### config.mk
export PLATFORM = sky130hd
export DESIGN_NAME = flash_cmd_core
export DESIGN_NICKNAME = d
export VERILOG_FILES = /design/src/flash_cmd_pkg.sv /design/src/link_if.sv /design/src/pin_filter.sv /design/src/flash_cmd_core.sv
export VERILOG_INCLUDE_DIRS = /design/src /design/src/src
export SDC_FILE = /design/constraint.sdc
export NUM_CORES = 1
export LEC_CHECK = 0
export ABC_CLOCK_PERIOD_IN_PS = 3600
export BUFFER_PORTS_ARGS = -buffer_cell sky130_fd_sc_hd__buf_2
export CORE_MARGIN = 8
export CORE_UTILIZATION = 35
export DETAILED_ROUTE_END_ITERATION = 6
export HOLD_SLACK_MARGIN = 0.02
export PLACE_DENSITY = 0.61
export SETUP_SLACK_MARGIN = 0.5
export SYNTH_ARGS = -nofsm -noshare
export SYNTH_HDL_FRONTEND = slang
export SYNTH_SLANG_ARGS = --single-unit
### constraint.sdc
create_clock -name clk_sys_i -period 3.6 [get_ports clk_sys_i]
set_input_delay 0 -clock clk_sys_i [delete_from_list [all_inputs] [get_ports clk_sys_i]]
set_output_delay 0 -clock clk_sys_i [all_outputs]
set_load 0.05 [all_outputs]
### src/flash_cmd_consts.svh
/*
  Opcodes, status bit positions and timing counts for the flash
  instruction core. Assumes a 250 MHz system clock.
*/
`ifndef FLASH_CMD_CONSTS_SVH
`define FLASH_CMD_CONSTS_SVH
`define OP_WHOLE_ERASE_A   8'hC7
`define OP_WHOLE_ERASE_B   8'h60
`define OP_SUSPEND         8'h75
`define OP_RESUME          8'h7A
`define OP_POWER_DOWN      8'hB9
`define OP_RELEASE_ID      8'hAB
`define OP_READ_IDS        8'h90
`define OP_READ_STATUS     8'h05
`define OP_BITS            6'h08
`define ID_START_BITS      6'h20
`define BITS_SATURATE      6'h28
`define STATUS_BUSY_BIT    0
`define STATUS_WEL_BIT     1
`define PROTECT_ALL_BLOCKS 3'h7
`define CLK_PERIOD_NS      4
`define POWER_DOWN_ENTRY_NS 3000
`define FIRST_RELEASE_NS   3000
`define SECOND_RELEASE_NS  1800
`define RESUME_BUSY_NS     200
`define WHOLE_ERASE_NS     1000000
`define POWER_DOWN_ENTRY_CYC (`POWER_DOWN_ENTRY_NS / `CLK_PERIOD_NS)
`define FIRST_RELEASE_CYC  (`FIRST_RELEASE_NS / `CLK_PERIOD_NS)
`define SECOND_RELEASE_CYC (`SECOND_RELEASE_NS / `CLK_PERIOD_NS)
`define RESUME_BUSY_CYC    (`RESUME_BUSY_NS / `CLK_PERIOD_NS)
`define WHOLE_ERASE_CYC    (`WHOLE_ERASE_NS / `CLK_PERIOD_NS)
`endif

### src/flash_cmd_pkg.sv
/*
  Types shared by the flash instruction core.
  Assumes nothing of its surroundings.
*/
`default_nettype none
package flash_cmd_pkg;
  typedef enum logic [1:0] {
    PWR_NORMAL,
    PWR_ENTERING,
    PWR_DOWN,
    PWR_RELEASING
  } power_state_e;

  typedef enum logic [1:0] {
    KIND_NONE,
    KIND_ERASE,
    KIND_PROGRAM,
    KIND_WHOLE
  } run_kind_e;
endpackage
`default_nettype wire

### src/link_if.sv
/*
  Filtered serial link levels passed from the pin filter to the core.
  Assumes both ends run on the system clock.
*/
`timescale 1ns/100ps
`default_nettype none
interface link_if;
  logic sck;
  logic cs_n;
  logic mosi;
  modport filter (output sck, output cs_n, output mosi);
  modport core   (input sck, input cs_n, input mosi);
endinterface
`default_nettype wire

### src/pin_filter.sv
/*
  Three-stage pin synchroniser; a level is taken once the second and
  third stages agree. Assumes asynchronous pins and a synchronous reset.
*/
`timescale 1ns/100ps
`default_nettype none
module pin_filter #(
  parameter int unsigned WIDTH     = 3,
  parameter logic [2:0]  RESET_VAL = 3'h2
) (
  input  wire logic             clk_sys_i,
  input  wire logic             reset_i,
  input  wire logic [WIDTH-1:0] pins_i,
  link_if.filter                link
);
  logic [WIDTH-1:0] s1_q;
  logic [WIDTH-1:0] s2_q;
  logic [WIDTH-1:0] s3_q;
  logic [WIDTH-1:0] stable_q;

  always_ff @(posedge clk_sys_i) begin
    if (reset_i) begin
      s1_q     <= RESET_VAL;
      s2_q     <= RESET_VAL;
      s3_q     <= RESET_VAL;
      stable_q <= RESET_VAL;
    end else begin
      s1_q <= pins_i;
      s2_q <= s1_q;
      s3_q <= s2_q;
      for (int i = 0; i < WIDTH; i++) begin
        if (s2_q[i] == s3_q[i]) begin
          stable_q[i] <= s3_q[i];
        end
      end
    end
  end

  assign {link.sck, link.cs_n, link.mosi} = stable_q;
endmodule
`default_nettype wire

### src/flash_cmd_core.sv
/*
  Instruction core of a serial flash: whole erase, suspend and resume,
  deep power-down and release, identification reads and status read.
  Assumes the array logic starts and ends sector, block and page work
  through op_start_i and op_done_i, and honours op_hold_o.
*/
`timescale 1ns/100ps
`default_nettype none
`include "flash_cmd_consts.svh"
module flash_cmd_core #(
  parameter int unsigned WHOLE_ERASE_CYC = `WHOLE_ERASE_CYC,
  parameter logic [7:0]  MFG_ID          = 8'h5A,
  parameter logic [7:0]  DEVICE_ID       = 8'h3C
) (
  input  wire logic       clk_sys_i,
  input  wire logic       reset_i,
  input  wire logic       spi_cs_n_i,
  input  wire logic       spi_sck_i,
  input  wire logic       spi_mosi_i,
  output var  logic       spi_miso_o,
  output var  logic       spi_miso_oe_o,
  input  wire logic       write_enable_set_i,
  input  wire logic       op_start_i,
  input  wire logic       op_is_program_i,
  input  wire logic       op_done_i,
  input  wire logic       protect_complement_i,
  input  wire logic [2:0] block_protect_i,
  output var  logic       write_enable_latch_o,
  output var  logic       busy_o,
  output var  logic       suspend_status_flag_o,
  output var  logic       power_down_o,
  output var  logic       op_hold_o,
  output var  logic       array_fill_o,
  output var  logic       erase_allowed_o,
  output var  logic       program_allowed_o,
  output var  logic       status_write_allowed_o
);
  import flash_cmd_pkg::*;

  // MFG_ID and DEVICE_ID defaults are arbitrary values.
  localparam int PD_MAX     = `POWER_DOWN_ENTRY_CYC + 1;
  localparam int RESUME_MAX = `RESUME_BUSY_CYC;

  // ----------------------------------------
  // Pin filtering and edges
  // ----------------------------------------
  link_if link ();

  pin_filter #(
    .WIDTH     (3),
    .RESET_VAL (3'h2)
  ) pin_filter_i (
    .clk_sys_i (clk_sys_i),
    .reset_i   (reset_i),
    .pins_i    ({spi_sck_i, spi_cs_n_i, spi_mosi_i}),
    .link      (link.filter)
  );

  logic sck_prev_q, cs_prev_q;
  logic in_frame, sck_rise, sck_fall, frame_end;

  always_ff @(posedge clk_sys_i) begin
    if (reset_i) begin
      sck_prev_q <= 1'b0;
      cs_prev_q  <= 1'b1;
    end else begin
      sck_prev_q <= link.sck;
      cs_prev_q  <= link.cs_n;
    end
  end

  assign in_frame  = ~link.cs_n;
  assign sck_rise  = in_frame & link.sck & ~sck_prev_q;
  assign sck_fall  = in_frame & ~link.sck & sck_prev_q;
  assign frame_end = link.cs_n & ~cs_prev_q;

  // ----------------------------------------
  // Opcode and address shifting
  // ----------------------------------------
  logic [5:0]  bits_q;
  logic [7:0]  shift_q;
  logic [7:0]  opcode_q;
  logic [23:0] addr_q;

  always_ff @(posedge clk_sys_i) begin
    if (reset_i) begin
      bits_q   <= 6'h00;
      shift_q  <= 8'h00;
      opcode_q <= 8'h00;
      addr_q   <= 24'h000000;
    end else if (!in_frame) begin
      bits_q <= 6'h00;
    end else if (sck_rise) begin
      if (bits_q != `BITS_SATURATE) begin
        bits_q <= bits_q + 6'h01;
      end
      shift_q <= {shift_q[6:0], link.mosi};
      if (bits_q == `OP_BITS - 6'h01) begin
        opcode_q <= {shift_q[6:0], link.mosi};
      end
      if (bits_q >= `OP_BITS && bits_q < `ID_START_BITS) begin
        addr_q <= {addr_q[22:0], link.mosi};
      end
    end
  end

  // ----------------------------------------
  // Decode
  // ----------------------------------------
  power_state_e pwr_q;
  run_kind_e    run_q;
  run_kind_e    held_q;
  logic         busy_q, sus_q, wel_q;
  logic [31:0]  whole_cnt_q;
  logic [31:0]  pwr_cnt_q;

  logic is_whole, is_susp, is_res, is_pd, is_rel, is_ids, is_stat;
  logic one_byte, pwr_normal, prot_any;
  logic whole_go, susp_go, res_go, pd_go, rel_go;
  logic whole_done, ext_done, start_ok;

  assign is_whole = (opcode_q == `OP_WHOLE_ERASE_A) |
                    (opcode_q == `OP_WHOLE_ERASE_B);
  assign is_susp  = opcode_q == `OP_SUSPEND;
  assign is_res   = opcode_q == `OP_RESUME;
  assign is_pd    = opcode_q == `OP_POWER_DOWN;
  assign is_rel   = opcode_q == `OP_RELEASE_ID;
  assign is_ids   = opcode_q == `OP_READ_IDS;
  assign is_stat  = opcode_q == `OP_READ_STATUS;

  assign pwr_normal = pwr_q == PWR_NORMAL;
  assign one_byte   = frame_end & (bits_q == `OP_BITS) & pwr_normal;
  assign prot_any   = protect_complement_i ? (block_protect_i != `PROTECT_ALL_BLOCKS) :
                      (block_protect_i != 3'h0);

  // Whole erase also refused during either kind of suspend
  assign whole_go = one_byte & is_whole & wel_q & ~busy_q
                    & ~sus_q & ~prot_any;
  assign susp_go  = one_byte & is_susp & ~sus_q & busy_q &
                    ((run_q == KIND_ERASE) | (run_q == KIND_PROGRAM));
  assign res_go   = one_byte & is_res & sus_q & ~busy_q;
  assign pd_go    = one_byte & is_pd;
  assign rel_go   = frame_end & (pwr_q == PWR_DOWN) & is_rel & ~busy_q &
                    ((bits_q == `OP_BITS) |
                     (bits_q >= `ID_START_BITS));

  assign whole_done = (run_q == KIND_WHOLE) & (whole_cnt_q == 32'h0);
  assign ext_done   = op_done_i & busy_q &
                      ((run_q == KIND_ERASE) | (run_q == KIND_PROGRAM));
  assign start_ok   = op_start_i & ~busy_q & wel_q & pwr_normal &
                      ~(sus_q & (held_q == KIND_ERASE) & ~op_is_program_i) &
                      ~(sus_q & (held_q == KIND_PROGRAM) & op_is_program_i);

  // ----------------------------------------
  // Busy, suspend and work tracking
  // ----------------------------------------
  logic fill_q, pd_q;

  always_ff @(posedge clk_sys_i) begin
    if (reset_i) begin
      busy_q      <= 1'b0;
      sus_q       <= 1'b0;
      run_q       <= KIND_NONE;
      held_q      <= KIND_NONE;
      whole_cnt_q <= 32'h0;
      fill_q      <= 1'b0;
    end else begin
      fill_q <= 1'b0;
      if (whole_go) begin
        busy_q      <= 1'b1;
        run_q       <= KIND_WHOLE;
        whole_cnt_q <= WHOLE_ERASE_CYC - 1;
      end else if (whole_done) begin
        busy_q <= 1'b0;
        run_q  <= KIND_NONE;
        fill_q <= 1'b1;
      end else if (run_q == KIND_WHOLE) begin
        whole_cnt_q <= whole_cnt_q - 32'h1;
      end else if (susp_go) begin
        sus_q  <= 1'b1;
        busy_q <= 1'b0;
        held_q <= run_q;
        run_q  <= KIND_NONE;
      end else if (res_go) begin
        sus_q  <= 1'b0;
        busy_q <= 1'b1;
        run_q  <= held_q;
        held_q <= KIND_NONE;
      end else if (start_ok) begin
        busy_q <= 1'b1;
        run_q  <= op_is_program_i ? KIND_PROGRAM : KIND_ERASE;
      end else if (ext_done) begin
        busy_q <= 1'b0;
        run_q  <= KIND_NONE;
      end
    end
  end

  // ----------------------------------------
  // Write enable latch
  // ----------------------------------------
  always_ff @(posedge clk_sys_i) begin
    if (reset_i) begin
      wel_q <= 1'b0;
    end else if (write_enable_set_i) begin
      wel_q <= 1'b1;
    end else if (whole_done | ext_done) begin
      wel_q <= 1'b0;
    end
  end

  // ----------------------------------------
  // Power state
  // ----------------------------------------
  always_ff @(posedge clk_sys_i) begin
    if (reset_i) begin
      pwr_q     <= PWR_NORMAL;
      pd_q      <= 1'b0;
      pwr_cnt_q <= 32'h0;
    end else begin
      unique case (pwr_q)
        PWR_NORMAL: begin
          if (pd_go) begin
            pwr_q     <= PWR_ENTERING;
            pwr_cnt_q <= `POWER_DOWN_ENTRY_CYC - 1;
          end
        end
        PWR_ENTERING: begin
          if (pwr_cnt_q == 32'h0) begin
            pwr_q <= PWR_DOWN;
            pd_q  <= 1'b1;
          end else begin
            pwr_cnt_q <= pwr_cnt_q - 32'h1;
          end
        end
        PWR_DOWN: begin
          if (rel_go) begin
            pwr_q     <= PWR_RELEASING;
            pd_q      <= 1'b0;
            pwr_cnt_q <= (bits_q == `OP_BITS) ?
                         `FIRST_RELEASE_CYC - 1 :
                         `SECOND_RELEASE_CYC - 1;
          end
        end
        PWR_RELEASING: begin
          if (pwr_cnt_q == 32'h0) begin
            pwr_q <= PWR_NORMAL;
          end else begin
            pwr_cnt_q <= pwr_cnt_q - 32'h1;
          end
        end
      endcase
    end
  end

  // ----------------------------------------
  // Serial output
  // ----------------------------------------
  logic [2:0] tx_bit_q;
  logic       tx_sel_q, miso_q, oe_q;
  logic       tx_stat, tx_dev, tx_ids, tx_on;
  logic [7:0] tx_byte;

  assign tx_stat = pwr_normal & is_stat & (bits_q >= `OP_BITS);
  assign tx_dev  = is_rel & ~busy_q & (bits_q >= `ID_START_BITS) &
                   (pwr_normal | (pwr_q == PWR_DOWN));
  assign tx_ids  = pwr_normal & is_ids & (bits_q >= `ID_START_BITS) &
                   (addr_q[23:1] == 23'h0);
  assign tx_on   = tx_stat | tx_dev | tx_ids;

  always_comb begin
    tx_byte = 8'h00;
    if (tx_stat) begin
      tx_byte[`STATUS_BUSY_BIT] = busy_q;
      tx_byte[`STATUS_WEL_BIT]  = wel_q;
    end else if (tx_dev) begin
      tx_byte = DEVICE_ID;
    end else if (tx_sel_q ^ addr_q[0]) begin
      tx_byte = DEVICE_ID;
    end else begin
      tx_byte = MFG_ID;
    end
  end

  always_ff @(posedge clk_sys_i) begin
    if (reset_i || !in_frame) begin
      tx_bit_q <= 3'h0;
      tx_sel_q <= 1'b0;
      miso_q   <= 1'b0;
      oe_q     <= 1'b0;
    end else if (sck_fall && tx_on) begin
      oe_q     <= 1'b1;
      miso_q   <= tx_byte[3'h7 - tx_bit_q];
      tx_bit_q <= tx_bit_q + 3'h1;
      if (tx_bit_q == 3'h7) begin
        tx_sel_q <= ~tx_sel_q;
      end
    end
  end

  // ----------------------------------------
  // Permission outputs
  // ----------------------------------------
  logic erase_ok_q, prog_ok_q, swr_ok_q;

  always_ff @(posedge clk_sys_i) begin
    if (reset_i) begin
      erase_ok_q <= 1'b1;
      prog_ok_q  <= 1'b1;
      swr_ok_q   <= 1'b1;
    end else begin
      erase_ok_q <= ~sus_q;
      prog_ok_q  <= ~(sus_q & (held_q == KIND_PROGRAM));
      swr_ok_q   <= ~sus_q;
    end
  end

  assign spi_miso_o             = miso_q;
  assign spi_miso_oe_o          = oe_q;
  assign write_enable_latch_o   = wel_q;
  assign busy_o                 = busy_q;
  assign suspend_status_flag_o  = sus_q;
  assign power_down_o           = pd_q;
  assign op_hold_o              = sus_q;
  assign array_fill_o           = fill_q;
  assign erase_allowed_o        = erase_ok_q;
  assign program_allowed_o      = prog_ok_q;
  assign status_write_allowed_o = swr_ok_q;
endmodule
`default_nettype wire

==> metrics.md, run 1 <==
| Metric | Value |
|---|---|
| Register area share after synthesis | `42.7%` |
| Worst hold slack | `about 20 ps` |
| Clock sink total | `142` |
| Max Fclk | `approximately 350 MHz` |
| Worst setup startpoint | `pwr_cnt_q[0]` |
| P per Cell Area | `693 mW/mm2` |
| Synth-to-Final Area Change | `14.8%` |
| Worst R2R Start | `pwr_cnt_q[0]` |
| Fillers | `1,886` |
| Synth cell types | `77` |
| Total leakage power | `approximately 2.8 nW` |
| RSZ-0062 raised after global routing | `no` |
| Initial Utilization | `between 30% and 40%` |
| DRC | `0` |
| Area of the multi-input gates | `0.00359 mm2` |
| Max FO, Critical Path | `13` |
| Core area | `about 0.019 mm2` |
| Data required time of the worst path | `approximately 3900 ps` |
| Period utilization | `between 70% and 80%` |
| Routed vias/inst | `between 5 and 6` |
| Root Buffer | `clkbuf_16` |
| Worst Skew | `~16 ps` |
| Setup TNS | `0 ps` |
| Post-synthesis average cell area | `8.59 um2` |
| I/O Buffers | `23` |
| I/O pin cnt | `24` |
| Initial antenna violation count | `0` |
| Total iterations of the first detailed-routing run | `4` |
| FF+latch area | `approximately 0.0028 mm2` |
| Synth Cell Area | `~0.0067 mm2` |
| Synthesized net count | `between 800 and 900` |
| Initial DRC count | `between 300 and 400` |
| Final setup vio count | `0` |
| Maximum root-to-sink buffer count | `2` |
| Clock transition at the registers of the reported paths | `approximately 60 ps` |
| Cells after Synth | `a little under 800` |
| Vias after detailed routing | `between 5,000 and 6,000` |
| Syn. warnings | `0` |
| Critical path type | `register to register` |
| Post-synth EDFFs | `0` |
| Final min period | `about 2800 ps` |
| First-pass GRT wire length | `roughly 25,000 um` |
| Outcome | `completed` |
| Pin count of the biggest net entering global routing | `between 80 and 90` |
| Dpl hpwl | `approximately 9700 um` |
| Asr flop ratio synth | `0%` |
| Slew Viols, Final | `0` |
| CTS tree | `built` |
| H-Tree Depth | `4` |
| Worst EP arrival | `between 3000 and 4000 ps` |
| GRT Util Overall | `12.6%` |
| Worst-Margin Slew | `between 800 and 900 ps` |
| Die area | `around 0.024 mm2` |
| DRT Wirelength | `approximately 15,000 um` |
| Row count | `50` |
| Antenna diode count | `0` |
| Synth Register Bits | `142` |
| CTS buffer count | `17` |
| Min-delay src | `reset_i` |
| Startpoint types | `register` |
| Vias in the first global route | `slightly above 5,000` |
| Top FF cell, synth | `dfxtp_1` |
| Nets | `821` |
| Worst skew pair latency | `~420 ps` |
| Layout cell share with drive strength beyond 1 | `between 10% and 20%` |
| Crit end category | `register` |
| Max Cap Violations | `0` |
| Rel. slew slack | `roughly two fifths` |
| Routed Antenna Nets | `0` |
| Fin. Hold Viols | `0` |
| RD Place Congestion | `0.783` |
| Min-delay worst type | `input port to register` |
| Drt wl/cell | `roughly 14 um` |
| Die W | `about 150 um` |
| Peak supply drop | `between 500 and 600 uV` |
| Overflow after GRT | `0` |
| Chip Height | `approximately 150 um` |
-- final timing paths --
check / to / slack [ps] / cells after the start
setup / recovery: pwr_cnt_q[26] / 760 / 8
hold / removal: status_write_allowed_o / 20 / 3
setup reg to reg: pwr_cnt_q[26] / 760 / 8
hold reg to reg: pin_filter_i.s2_q[1] / 420 / 1
-- routing by layer --
metal / vias up / track usage, % / routed length (um)
li1: 2871 / - / -
met3: 9 / 3.17 / 446
met1: 2573 / 17.3 / 7620
met4: 0 / 4.06 / 159
met5: - / 0 / 0
met2: 90 / 19.0 / 6460
-- metrics by stage --
stage | instances | instance area (um2) | util, % | setup WS [ps] | total power [mW]
after global routing | 1042 | 7640 | 40.9 | 497 | 5.64
after CTS | 1042 | 7640 | 40.8 | 631 | 5.33
final | 1042 | 7640 | 40.9 | 764 | 5.30
after global placement | 1005 | 6990 | 37.4 | 726 | 3.50
after floorplan | 775 | 6660 | - | 1290 | 3.14
after detailed placement | 1005 | 6990 | 37.4 | 665 | 3.52
-- state kept, by name, indices dropped and copies added, names as in the netlist, 6 cells and up --
register / flops
pwr_cnt_q: 32
whole_cnt_q: 32
addr_q: 24
opcode_q: 8
shift_q: 7
bits_q: 6
-- power by group --
group	leakage (nW)	switching, mW	internal [mW]
logic	1.34	1.05	0.636
clock network	0.284	0.714	1.06
registers	1.15	0.135	1.71
-- cell usage after synthesis (all sizes together), types with 2 or more instances --
cell type / instances / area (um2)
o31a: 2 / 18.8
a211oi: 3 / 22.5
ha: 13 / 163
a22oi: 2 / 20.0
nor3b: 7 / 57.6
or3: 25 / 163
or4b: 3 / 33.8
and4bb: 2 / 25.0
xnor2: 22 / 193
or2: 13 / 83.8
or4: 25 / 195
clkbuf: 24 / 90.1
nor3: 23 / 115
nand2: 79 / 297
and4b: 2 / 20.0
a221oi: 2 / 17.5
inv: 19 / 71.3
nor2: 77 / 289
xor2: 10 / 87.6
o41ai: 3 / 26.3
dfxtp: 142 / 2840
nor4: 21 / 150
a31oi: 6 / 37.5
o2111ai: 3 / 26.3
a21oi: 85 / 429
a311oi: 3 / 26.3
a21boi: 3 / 22.5
o211ai: 9 / 72.6
mux2i: 19 / 190
nand3b: 2 / 15.0
o21ai: 27 / 139
buf: 13 / 76.3
o31ai: 19 / 161
nor4b: 3 / 26.3
and2: 2 / 12.5
nand3: 12 / 60.1
o32ai: 3 / 26.3
nor2b: 11 / 68.8
nand4: 10 / 62.6
and3: 3 / 18.8
o21bai: 2 / 15.0
nor4bb: 2 / 20.0
nand2b: 4 / 32.5
nand4b: 3 / 26.3
-- critical path, stage by stage (launching register included) --
cell	delay (ps)
dfxtp_1	320
inv_1	150
ha_1	230
nor3b_1	470
nand2_1	350
nor2_1	210
o2111ai_2	330
or3_2	560
a21oi_1	140
-- cells by family after synthesis --
family | share of synthesized area (%)
and+or+nand+nor | 26.7
AOI/OAI and AO/OA | 17.2
DFF | 42.7
buffers and inverters | 3.63
xor gates and xnor gates | 4.21
muxes | 3.08
adders and majority gates | 2.44
-- area by class of cell --
type	count	area share (%)
tap	234	3.83
sequential	142	37.2
clock inverter	13	1.98
clock buffer	19	5.79
multi-input combinational	576	46.9
timing repair buffer	38	3.31
inverter	20	0.982
-- layout by cell type, fill, tap and decap left out, types with 11 or more instances in the layout --
cell,n
dfxtp_1,142
a21oi_1,84
nand2_1,79
nor2_1,77
o21ai_0,24
nor3_1,23
or4_1,23
buf_2,23
xnor2_1,22
or3_1,20
inv_1,19
mux2i_1,19
nor4_1,18
o31ai_1,17
clkbuf_16,17
ha_1,13
nand3_1,12
nor2b_1,11
-- repair_timing --
| item | 4_1_cts | 5_1_grt |
|---|---|---|
| endpoints found under the hold margin | 4 | 0 |
| hold buffers | 5 | 0 |
| buffers inserted | 0 | 0 |
| resized for setup | 0 | 1 |
| endpoints found under the setup margin | 0 | 6 |
No activity file was read; power rests on OpenSTA's default activity.
==> run 2: changes to the inputs <==
ABC_AREA = 1   (was default)
ABC_CLOCK_PERIOD_IN_PS = 2600   (was 3600)
PLACE_DENSITY = 0.63   (was 0.61)
clock period = 2.6 ns   (was 3.6 ns; I/O delays follow)
==> metrics.md, run 2 <==
| Metric | Value |
|---|---|
| CP cell instances | `inv_1 > ha_1 > nor2_1 > inv_2 > nand2_2 > nand3_4 > buf_12 > nor2_1 > nand2_1 > nand2_1 > nor2_1` |
| Synth-to-Final Area Change | `17.1%` |
| Top FF cell, synth | `dfxtp_1` |
| Drt wl/cell | `12.8 um (-8.8%)` |
| Asr flop ratio synth | `0% (unchanged)` |
| Period utilization | `75.4% (-3.4 points)` |
| GRT Util Overall | `14.6% (+1.9 points)` |
| FF-to-FF End | `pwr_cnt_q[25]` |
| Vias after detailed routing | `7,490 (+35%)` |
| Worst-Margin Slew | `735 ps (-142 ps)` |
| Dpl hpwl | `13,700 um (+41%)` |
| Max stage delay on crit path | `400 ps (-160 ps)` |
| Fin. Hold Viols | `0 (unchanged)` |
| Final setup vio count | `0 (unchanged)` |
| Top-count cell post-synth | `nand2_1` |
| Max Cap Violations | `0 (unchanged)` |
| Max Fclk | `510 MHz (+45%)` |
| Worst Skew | `13.0 ps (-3.13 ps)` |
| H-Tree Depth | `4 (unchanged)` |
| Rel. slew slack | `50.5% (+9.1 points)` |
| Initial DRC count | `517 (+40%)` |
| I/O pin cnt | `24 (unchanged)` |
| Peak supply drop | `327 uV (-36%)` |
| Synth cell types | `37 (-52%)` |
| Startpoint types | `register` |
| Ranking of synthesized cells by area | `dfxtp_1 37%, nand2_1 14%, nor2_1 11%` |
| CTS tree | `built` |
| Kind of cell adding the most delay to the critical path | `simple AND/OR/NAND/NOR gates` |
| Maximum root-to-sink buffer count | `2 (unchanged)` |
| Total chip power | `4.70 mW (-11%)` |
| CTS buffer count | `17 (unchanged)` |
| Worst Reg2Reg Path Length in Cells | `11 (+3)` |
| Fillers | `2,272 (+20%)` |
| Routed vias/inst | `4.93 (-7.4%)` |
| DRC | `0 (unchanged)` |
| Initial antenna violation count | `0 (unchanged)` |
| Routed Antenna Nets | `0 (unchanged)` |
| Register area share after synthesis | `37.3% (-5.4 points)` |
| Total leakage power | `4.09 nW (+48%)` |
| RSZ-0062 raised after global routing | `yes` |
| Die area | `0.0268 mm2 (+13%)` |
| Synth Cell Area | `0.00763 mm2 (+15%)` |
| Synth cell count leaders | `280 x nand2_1, 221 x nor2_1, 142 x dfxtp_1` |
| Cell mode on critical path | `nor2_1` |
| Area of the multi-input gates | `0.00423 mm2 (+18%)` |
| Syn. warnings | `0 (unchanged)` |
| Layout cell share with drive strength beyond 1 | `10.8% (-1.6 points)` |
| Die W | `164 um (+6.3%)` |
| Row count | `54 (+8.0%)` |
| Worst EP arrival | `2270 ps (-900 ps)` |
| Vias in the first global route | `6,778 (+33%)` |
| Chip Height | `164 um (+6.3%)` |
| Total iterations of the first detailed-routing run | `5 (+1)` |
| Setup ws final | `639 ps (-125 ps)` |
| Nets | `1,253 (+53%)` |
| Leading cell types in the layout, fill and taps excluded | `270 x nand2_1, 213 x nor2_1, 139 x dfxtp_1` |
| Synth Register Bits | `142 (unchanged)` |
| Crit end category | `register` |
| Clock sink total | `142 (unchanged)` |
| Crit path depth | `11 (+3)` |
| Worst hold path depth | `5 (+2)` |
| Synthesized net count | `1,216 (+52%)` |
| Slew Viols, Final | `0 (unchanged)` |
| Top Registers | `pwr_cnt_q x32, whole_cnt_q x32, addr_q x24` |
| Root Buffer | `clkbuf_16` |
| I/O Buffers | `23 (unchanged)` |
| Area leader, netlist | `dfxtp_1` |
| Worst hold slack | `50.6 ps (+30.3 ps)` |
| Antenna diode count | `0 (unchanged)` |
| First-pass GRT wire length | `32,200 um (+29%)` |
| Min-delay worst type | `input port to register` |
| Most common cell after layout, fill and taps aside | `nand2_1` |
| Pre-CTS WS | `343 ps (-322 ps)` |
| Worst setup startpoint | `pwr_q[1]` |
| Core area | `0.0216 mm2 (+16%)` |
| Clock transition at the registers of the reported paths | `60 ps (about the same)` |
| Worst skew pair latency | `430 ps (about the same)` |
| Post-synthesis average cell area | `6.41 um2 (-25%)` |
| Worst reg2reg setup slack | `640 ps (-120 ps)` |
| Max FO, Critical Path | `12 (-1)` |
| FF+latch area | `0.00285 mm2 (+0.13%)` |
| Pin count of the biggest net entering global routing | `42 (-51%)` |
| RD Place Congestion | `0.907 (+16%)` |
| Initial Utilization | `35.3% (-0.32 points)` |
| Worst R2R Start | `pwr_q[1]` |
| Overflow after GRT | `0 (unchanged)` |
| CP bufs+invs | `3 (+2)` |
| P per Cell Area | `527 mW/mm2 (-24%)` |
| Critical path's slowest cell | `dfxtp_1` |
| Data required time of the worst path | `2910 ps (-1020 ps)` |
| Post-synth EDFFs | `0 (unchanged)` |
| Final core utilization | `41.3% (+0.46 points)` |
| Setup TNS | `0 ps (unchanged)` |
| Min-delay src | `op_is_program_i` |
| Outcome | `completed` |
| Area share of the largest cell type after synthesis | `37.3% (-5.4 points)` |
| DRT Wirelength | `19,500 um (+33%)` |
| Final min period | `1960 ps (-875 ps)` |
| Cells after Synth | `1,190 (+54%)` |
| Worst Setup EP | `pwr_cnt_q[25]` |
| Critical path type | `register to register` |
-- run 2: cell type report --
type                    count  share of cell area [%]
multi-input cells         878                    47.4
clock inverters            15                    1.71
flip-flops and latches    142                    31.9
repair buffers             51                    4.61
well taps                 280                    3.92
clock buffers              17                    4.76
inverters                 137                    5.78
-- run 2: kinds of logic (layout without fill, tap and decap cells) --
kind of cell,Yosys count,count (layout),share of synthesized area [%]
AND/OR/NAND/NOR,647,650,35.6
AO/OA/AOI/OAI,191,191,13.0
buffers and inverters,173,220,9.23
flip-flops,142,142,37.3
XOR/XNOR,24,24,2.76
adder cells (fa/ha/maj),13,13,2.13
-- run 2: metal layers --
layer	vias to the layer above	track usage (%)	share of wire, %
li1	3889	-	-
met4	0	5.37	1.8
met5	-	0	0
met2	149	24.6	47
met3	22	2.34	4.0
met1	3430	18.3	47
-- run 2: worst register-to-register path: stages (launching register included) --
cell and delay, ps:
dfxtp_1 400, inv_1 130, ha_1 230, nor2_1 170, inv_2 160, nand2_2 160, nand3_4 160, buf_12 190
nor2_1 80, nand2_1 60, nand2_1 60, nor2_1 30
-- run 2: what timing repair did --
item	CTS	global route
hold buffers	4	0
cloned	2	3
endpoints found under the hold margin	4	0
resized for setup	2	40
pin swaps	3	13
setup endpoints to repair	46	73
setup buffers	2	7
-- run 2: power by group --
part           internal [mW]  leakage, nW  switching, mW
Combinational         0.0377         2.66         0.0776
Clock                   1.35        0.278           1.05
Sequential              2.19         1.15         0.0101
-- run 2: worst min path at each step --
stage,end,slack (ps)
global placement,pin_filter_i.s1_q[1],190
CTS,run_q[1],40
global route,run_q[1],50
detailed placement,pin_filter_i.s1_q[1],190
finish,run_q[1],50
floorplan,pin_filter_i.s1_q[1],100
-- run 2: stage by stage --
| stage | instances | area, um2 |
|---|---|---|
| final | 1520 | 8940 |
| after global routing | 1520 | 8940 |
| after CTS | 1510 | 8680 |
| after detailed placement | 1470 | 8000 |
| after global placement | 1470 | 8000 |
| after floorplan | 1190 | 7630 |
